--- src/srw_cfg.svh ---
// Constants for the supervisor reset and watchdog block.
// Assumes a 20 MHz system clock and a 10.24 kHz internal timebase.
`ifndef SRW_CFG_SVH
`define SRW_CFG_SVH

`define SRW_SYS_CLK_HZ      20000000
`define SRW_INT_OSC_HZ      10240
`define SRW_OSC_DIV         (`SRW_SYS_CLK_HZ / `SRW_INT_OSC_HZ)

// Internal oscillator times in ms
`define SRW_WD_FAST_MS      100
`define SRW_WD_SLOW_MS      1600
`define SRW_RST_SHORT_MS    50
`define SRW_RST_LONG_MS     200
`define SRW_MS_TICKS(ms)    ((ms) * `SRW_INT_OSC_HZ / 1000)

// External timebase counts in ticks
`define SRW_EXT_WD_NORM     1024
`define SRW_EXT_WD_POST     4096
`define SRW_EXT_RST_SHORT   512
`define SRW_EXT_RST_LONG    2048

// Register map
`define SRW_ADDR_CTRL       4'h0
`define SRW_ADDR_STATUS     4'h4
`define SRW_CTRL_LONG_BIT   0
`define SRW_CTRL_RESET      1'b0
`define SRW_ST_RESET_N      0
`define SRW_ST_LOW_SUPPLY_N 1
`define SRW_ST_WD_EXP_N     2
`define SRW_ST_BACKUP       3
`define SRW_ST_POST_LONG    4
`define SRW_ST_EXT_TB       5

`endif

--- src/srw_pkg.sv ---
// Types shared by the supervisor reset and watchdog block.
// Assumes srw_cfg.svh holds the numeric constants.
package srw_pkg;

  typedef enum logic [2:0] {
    SRW_HOLD  = 3'b001,
    SRW_PULSE = 3'b010,
    SRW_RUN   = 3'b100
  } srw_state_type;

  typedef struct packed {
    logic mid;
    logic level;
  } srw_kick_type;

  typedef struct packed {
    logic below_threshold;
    logic main_below_backup;
    logic main_above_backup;
  } srw_supply_type;

endpackage

--- src/srw_core.sv ---
// Supervisor: supply reset, watchdog, backup switch, Wishbone registers.
// Assumes inputs synchronous to sys_clk_in and comparators as flags.
//
// Our own choices: the Wishbone register port and the register offsets.
`timescale 1ns/10ps
`default_nettype none
`include "srw_cfg.svh"

module srw_core
  import srw_pkg::*;
#(
  parameter int CNT_W         = 16,
  parameter int OSC_DIV       = `SRW_OSC_DIV,
  parameter int WD_FAST       = `SRW_MS_TICKS(`SRW_WD_FAST_MS),
  parameter int WD_SLOW       = `SRW_MS_TICKS(`SRW_WD_SLOW_MS),
  parameter int RST_SHORT     = `SRW_MS_TICKS(`SRW_RST_SHORT_MS),
  parameter int RST_LONG      = `SRW_MS_TICKS(`SRW_RST_LONG_MS),
  parameter int EXT_WD_NORM   = `SRW_EXT_WD_NORM,
  parameter int EXT_WD_POST   = `SRW_EXT_WD_POST,
  parameter int EXT_RST_SHORT = `SRW_EXT_RST_SHORT,
  parameter int EXT_RST_LONG  = `SRW_EXT_RST_LONG
) (
  input  wire logic           sys_clk_in,
  input  wire logic           rstn_in,
  input  wire srw_supply_type supply_in,
  input  wire srw_kick_type   watchdog_kick_in,
  input  wire logic           timebase_source_select_in,
  input  wire logic           timebase_input_in,
  input  wire logic           wb_cyc_in,
  input  wire logic           wb_stb_in,
  input  wire logic           wb_we_in,
  input  wire logic [3:0]     wb_adr_in,
  input  wire logic [3:0]     wb_sel_in,
  input  wire logic [31:0]    wb_dat_in,
  output logic [31:0]         wb_dat_out,
  output logic                wb_ack_out,
  output logic                reset_n_out,
  output logic                reset_out,
  output logic                low_supply_n_out,
  output logic                watchdog_expired_n_out,
  output logic                backup_active_out
);

  localparam int MAXC = (1 << CNT_W) - 1;

  // Elaboration check on the count parameters
  if (CNT_W < 2 || CNT_W > 30 || OSC_DIV < 2 || OSC_DIV > MAXC ||
      WD_SLOW > MAXC || WD_FAST < 1 || RST_SHORT < 1 || RST_LONG > MAXC ||
      EXT_WD_POST > MAXC || EXT_WD_NORM < 1 ||
      EXT_RST_SHORT < 1 || EXT_RST_LONG > MAXC) begin : g_bad_params
    $error("srw_core: count parameters out of range");
  end

  function automatic logic [CNT_W-1:0] cw(input int v);
    cw = v[CNT_W-1:0];
  endfunction

  // Timebase state
  logic [CNT_W-1:0] div_cnt;
  logic [CNT_W-1:0] next_div_cnt;
  logic             tb_prev;
  logic             tick;

  // Supervisor state
  srw_state_type    state;
  srw_state_type    next_state;
  logic [CNT_W-1:0] cnt;
  logic [CNT_W-1:0] next_cnt;
  logic             post_long;
  logic             next_post_long;
  srw_kick_type     kick_prev;
  logic             kick_edge;
  logic             timeout;
  logic [CNT_W-1:0] wd_limit;
  logic [CNT_W-1:0] rst_limit;
  logic             use_ext;
  logic             next_reset_n;
  logic             next_wdo_n;
  logic             next_backup;

  // Bus state
  logic             long_pulse;
  logic             next_long_pulse;
  logic             next_ack;
  logic [31:0]      next_dat;

  assign use_ext = !timebase_source_select_in;

  always_comb begin
    next_div_cnt = '0;
    tick = 1'b0;
    if (use_ext) begin
      tick = timebase_input_in && !tb_prev;
    end else if (div_cnt == cw(OSC_DIV - 1)) begin
      tick = 1'b1;
    end else begin
      next_div_cnt = div_cnt + cw(1);
    end
  end

  always_ff @(posedge sys_clk_in) begin
    if (!rstn_in) begin
      div_cnt <= '0;
      tb_prev <= 1'b0;
    end else begin
      div_cnt <= next_div_cnt;
      tb_prev <= timebase_input_in;
    end
  end

  // Limits in timebase ticks
  always_comb begin
    if (post_long) begin
      wd_limit = use_ext ? cw(EXT_WD_POST) : cw(WD_SLOW);
    end else if (use_ext) begin
      wd_limit = cw(EXT_WD_NORM);
    end else begin
      wd_limit = timebase_input_in ? cw(WD_SLOW) : cw(WD_FAST);
    end
    if (use_ext) begin
      rst_limit = long_pulse ? cw(EXT_RST_LONG) : cw(EXT_RST_SHORT);
    end else begin
      rst_limit = long_pulse ? cw(RST_LONG) : cw(RST_SHORT);
    end
  end

  // Decoded kick edges, ignoring moves to or from mid level
  assign kick_edge = !watchdog_kick_in.mid && !kick_prev.mid &&
                     (watchdog_kick_in.level != kick_prev.level);
  assign timeout = (state == SRW_RUN) && tick && !kick_edge &&
                   !watchdog_kick_in.mid && (cnt + cw(1) >= wd_limit);

  always_comb begin
    next_state = state;
    next_cnt = cnt;
    next_post_long = post_long;
    case (state)
      SRW_HOLD: begin
        next_cnt = '0;
        next_post_long = 1'b1;
        if (!supply_in.below_threshold) begin
          next_state = SRW_PULSE;
        end
      end
      SRW_PULSE: begin
        next_post_long = 1'b1;
        if (supply_in.below_threshold) begin
          next_state = SRW_HOLD;
          next_cnt = '0;
        end else if (tick) begin
          next_cnt = cnt + cw(1);
          if (cnt + cw(1) >= rst_limit) begin
            next_state = SRW_RUN;
            next_cnt = '0;
          end
        end
      end
      SRW_RUN: begin
        if (supply_in.below_threshold) begin
          next_state = SRW_HOLD;
          next_cnt = '0;
        end else if (kick_edge) begin
          next_cnt = '0;
          next_post_long = 1'b0;
        end else if (watchdog_kick_in.mid) begin
          next_cnt = '0;
        end else if (timeout) begin
          next_state = SRW_PULSE;
          next_cnt = '0;
          next_post_long = 1'b1;
        end else if (tick) begin
          next_cnt = cnt + cw(1);
        end
      end
      default: begin
        next_state = SRW_HOLD;
        next_cnt = '0;
        next_post_long = 1'b1;
      end
    endcase
  end

  // Output values
  always_comb begin
    next_reset_n = (next_state == SRW_RUN);
    next_wdo_n = watchdog_expired_n_out;
    if (supply_in.below_threshold || watchdog_kick_in.mid || kick_edge) begin
      next_wdo_n = 1'b1;
    end else if (timeout) begin
      next_wdo_n = 1'b0;
    end
    next_backup = backup_active_out;
    if (supply_in.main_below_backup) begin
      next_backup = 1'b1;
    end else if (supply_in.main_above_backup) begin
      next_backup = 1'b0;
    end
  end

  always_ff @(posedge sys_clk_in) begin
    if (!rstn_in) begin
      state <= SRW_HOLD;
      cnt <= '0;
      post_long <= 1'b1;
      kick_prev <= '{mid: 1'b1, level: 1'b0};
      reset_n_out <= 1'b0;
      reset_out <= 1'b1;
      low_supply_n_out <= 1'b0;
      watchdog_expired_n_out <= 1'b1;
      backup_active_out <= 1'b0;
    end else begin
      state <= next_state;
      cnt <= next_cnt;
      post_long <= next_post_long;
      kick_prev <= watchdog_kick_in;
      reset_n_out <= next_reset_n;
      reset_out <= !next_reset_n;
      low_supply_n_out <= !supply_in.below_threshold;
      watchdog_expired_n_out <= next_wdo_n;
      backup_active_out <= next_backup;
    end
  end

  // Wishbone slave, one registered answer per request, one cycle after the strobe
  always_comb begin
    next_ack = wb_cyc_in && wb_stb_in && !wb_ack_out;
    next_long_pulse = long_pulse;
    next_dat = '0;
    if (next_ack && wb_we_in && wb_sel_in[0] &&
        wb_adr_in == `SRW_ADDR_CTRL) begin
      next_long_pulse = wb_dat_in[`SRW_CTRL_LONG_BIT];
    end
    if (next_ack && !wb_we_in) begin
      case (wb_adr_in)
        `SRW_ADDR_CTRL: begin
          next_dat[`SRW_CTRL_LONG_BIT] = long_pulse;
        end
        `SRW_ADDR_STATUS: begin
          next_dat[`SRW_ST_RESET_N] = reset_n_out;
          next_dat[`SRW_ST_LOW_SUPPLY_N] = low_supply_n_out;
          next_dat[`SRW_ST_WD_EXP_N] = watchdog_expired_n_out;
          next_dat[`SRW_ST_BACKUP] = backup_active_out;
          next_dat[`SRW_ST_POST_LONG] = post_long;
          next_dat[`SRW_ST_EXT_TB] = use_ext;
        end
        default: begin
          next_dat = '0;
        end
      endcase
    end
  end

  always_ff @(posedge sys_clk_in) begin
    if (!rstn_in) begin
      long_pulse <= `SRW_CTRL_RESET;
      wb_ack_out <= 1'b0;
      wb_dat_out <= '0;
    end else begin
      long_pulse <= next_long_pulse;
      wb_ack_out <= next_ack;
      wb_dat_out <= next_dat;
    end
  end
endmodule

`default_nettype wire

--- config.mk ---
export PLATFORM = sky130hd
export DESIGN_NAME = srw_core
export DESIGN_NICKNAME = d
export VERILOG_FILES = /design/src/srw_pkg.sv /design/src/srw_core.sv
export VERILOG_INCLUDE_DIRS = /design/src
export SDC_FILE = /design/constraint.sdc
export NUM_CORES = 1
export LEC_CHECK = 0
export CAP_MARGIN = 10
export CORE_MARGIN = 5
export CORE_UTILIZATION = 38
export DETAILED_ROUTE_END_ITERATION = 8
export DONT_BUFFER_PORTS = 1
export HOLD_SLACK_MARGIN = 0.08
export PLACE_DENSITY = 0.62
export SYNTH_ARGS = -nofsm -noshare
export SYNTH_HDL_FRONTEND = slang
export SYNTH_SLANG_ARGS = --single-unit
--- constraint.sdc ---
create_clock -name sys_clk_in -period 3.99 [get_ports sys_clk_in]
set_input_delay 0.399 -clock sys_clk_in [delete_from_list [all_inputs] [get_ports sys_clk_in]]
set_output_delay 0.399 -clock sys_clk_in [all_outputs]
set_load 0.02 [all_outputs]
==> summary.md <==
| Metric | Value |
|---|---|
| Fin. max-slew vios | 0 |
| Seq/Total Area, Yosys | 34.74% |
| Die Area | 9761 um2 |
| Drc violations | 0 |
| Root buffer cell | clkbuf_8 |
| YS warnings | 0 |
| Worst Max-Slew Pin Slew | 0.6812 ns |
| Vias in the first global route | 1995 |
| Via/cell ratio | 5.048 |
| Worst R2R Path Depth | 9 |
| Worst Skew | 0.003587 ns |
| Pre-CTS setup slack | 0.7501 ns |
| Routed length per instance | 13.32 um |
| Pwr Total | 950.5 uW |
| P_leak | 1.206 nW |
| Net count reported at finish | 398 |
| Count of max-cap constraint violations | 0 |
| Share of cells above drive strength 1 | 8.260% |
| Synth Area per Inst | 8.611 um2 |
| Starting Density | 38.98% |
| RR Endpoint | cnt[3]$_SDFFE_PN0P_ |
| First-pass GRT wire length | 9.487 mm |
| RSZ-0062 raised after global routing | false |
| Area leader, netlist | dfxtp_1 |
| Post-synth EDFFs | 0 |
| Chip Height | 98.80 um |
| Post-route setup slack | 0.7155 ns |
| IO Pins | 90 |
| Worst-path cell chain | ha_1, nand3_1, or4_4, xnor2_1, ha_1, o311ai_2, a32o_1, nand2_4, o31ai_2 |
| CP Launch Type | flip-flop |
| DRT iter0 DRCs | 90 |
| GRT overflow | 0 |
| Normalized max-slew margin | 53.69% |
| Buffer and inverter count on the worst path | 0 |
| Reg2Reg Setup Slack | 0.72 ns |
| Outcome | completed |
| CP delay by family, top | simple AND/OR/NAND/NOR gates |
| Dpl hpwl | 4.321 mm |
| PortBufs | 0 |
| CP arrival | 3.50 ns |
| Worst setup startpoint | cnt[0]$_SDFFE_PN0P_ |
| PwrDens | 310.8 nW/um2 |
| Minimum clock period after layout | 3.275 ns |
| Clock transition at the registers of the reported paths | 0.09 ns |
| CTS Hold Bufs | 0 |
| Slowest stage delay, CP | 0.57 ns |
| Unique masters post-synth | 64 |
| Largest net degree at the start of global routing | 22 |
| Synth top area cells | dfxtp_1, buf_4, nand2_1 |
| Fmax | 0.3054 GHz |
| Period utilization | 82.07% |
| Setup Fix Bufs, Post-CTS | 0 |
| Tot GR Track Use | 11.80% |
| WL final | 5.876 mm |
| # setup viols final | 0 |
| Max FO, Critical Path | 10 |
| Antenna violations before repair | 0 |
| Peak supply drop | 144.8 uV |
| Total CTS buffers | 5 |
| Crit Reg-Reg Startpoint | cnt[0]$_SDFFE_PN0P_ |
| Highest-count cells in the layout ignoring fill and taps | dfxtp_1, nand2_1, nor2_1 |
| Vias post-DR | 2226 |
| TritonCTS clock tree | done |
| Area Overhead vs Synth | 2.046% |
| Most frequent CP cell | ha_1 |
| Worst EP required | 4.22 ns |
| Post-Syn Area | 2997 um2 |
| Crit path to | cnt[3]$_SDFFE_PN0P_ |
| Hold Crit Class | input pin to flip-flop |
| Core ar. | 7687 um2 |
| DRT Pass-1 Iters | 4 |
| Top FF cell, synth | dfxtp_1 |
| Critical path endpoint category | flip-flop |
| Hold Vio Cnt, Final | 0 |
| Async set or reset register ratio after synthesis | 0% |
| Hold slack | 0.1597 ns |
| Critical path type | flip-flop to flip-flop |
| Critical path's slowest cell | or4_4 |
| N_diodes | 0 |
| CTS HTree Levels | 2 |
| Skew-Pair Late Insertion Delay | 0.30 ns |
| Chip Width | 98.80 um |
| Placer Congestion | 0.8146 |
| Yosys reg bits | 52 |
| Critical path depth | 9 |
| Antenna viol nets, final | 0 |
| Mapped Cells | 348 |
| Gates resized, CTS repair | 0 |
| Clock tree buffer depth | 2 |
| Top-area cell type share of the netlist area | 34.74% |
| Row count | 32 |
| Final TNS setup | 0 ns |
| Num Clock Sinks | 52 |
| Commonest non-fill, non-tap cell in the layout | dfxtp_1 |
## final cells by class
| type | count | area [um2] |
|---|---|---|
| Sequential cell | 52 | 1041 |
| Tap cell | 102 | 127.6 |
| Clock buffer | 6 | 72.57 |
| Fill cell | 802 | 4629 |
| Inverter | 12 | 45.04 |
| Clock inverter | 2 | 38.79 |
| Multi-Input combinational cell | 267 | 1733 |
## report_power, final
part | internal, mW | leakage, nW | switching (mW)
Clock | 0.190 | 0.0558 | 0.176
Sequential | 0.524 | 0.421 | 0.00729
Combinational | 0.0119 | 0.729 | 0.0411
Total | 0.726 | 1.21 | 0.224
## registers in the layout, indices dropped and copies added, names as in the netlist, 2 cells and up
register,count
kick_prev,2
state,3
div_cnt,16
cnt,16
wb_dat_out,6
## worst min path at each step
stage | startpoint | to | slack, ns | cells after the start
2_1_floorplan | cnt[11]$_SDFFE_PN0P_ | cnt[11]$_SDFFE_PN0P_ | 0.44 | 2
3_3_place_gp | cnt[11]$_SDFFE_PN0P_ | cnt[11]$_SDFFE_PN0P_ | 0.46 | 2
3_5_place_dp | cnt[11]$_SDFFE_PN0P_ | cnt[11]$_SDFFE_PN0P_ | 0.47 | 2
4_1_cts | wb_we_in | wb_dat_out[0]$_SDFF_PN0_ | 0.15 | 1
5_1_grt | wb_we_in | wb_dat_out[0]$_SDFF_PN0_ | 0.14 | 1
6_report | wb_we_in | wb_dat_out[0]$_SDFF_PN0_ | 0.16 | 1
## cell usage after synthesis (all sizes together) (5+ instances only)
master	n
nand2	36
xor2	13
and3	12
a21oi	7
nand4	8
or3	5
nor3	10
buf	35
nor2	29
nand2b	5
xnor2	10
o31ai	6
o21ai	9
o211ai	7
mux2i	6
clkbuf	7
nor4	5
dfxtp	52
ha	8
nand3	14
and2	8
inv	12
## stage by stage
step	utilization, %	instance area [um2]	std cells
2_1_floorplan	-	3090	373
3_3_place_gp	38.33	2947	433
3_5_place_dp	38.33	2947	433
4_1_cts	39.78	3058	441
5_1_grt	39.78	3058	441
6_report	39.78	3058	441
## layer usage
layer  track usage, %  routed length (um)  vias to the layer above  share of wire (%)
met5                0                   0                        -                  0
met4            4.937                  98                        0                1.7
met3            1.911                 265                        9                4.5
met2            19.47                2794                       52                 48
met1            15.22                2717                     1011                 46
li1                 -                   -                     1154                  -
## logic make-up (layout without fill, tap and decap cells)
kind of cell	after synthesis	after routing	synth area share, %
flip-flops	52	52	34.74
XOR/XNOR	23	23	6.722
buffers and inverters	54	20	10.56
other	1	26	0.1251
AO/OA/AOI/OAI	49	49	12.94
multiplexers	7	7	2.505
adder cells (fa/ha/maj)	8	8	3.340
AND/OR/NAND/NOR	154	154	29.06
No activity file was read; power rests on OpenSTA's default activity.
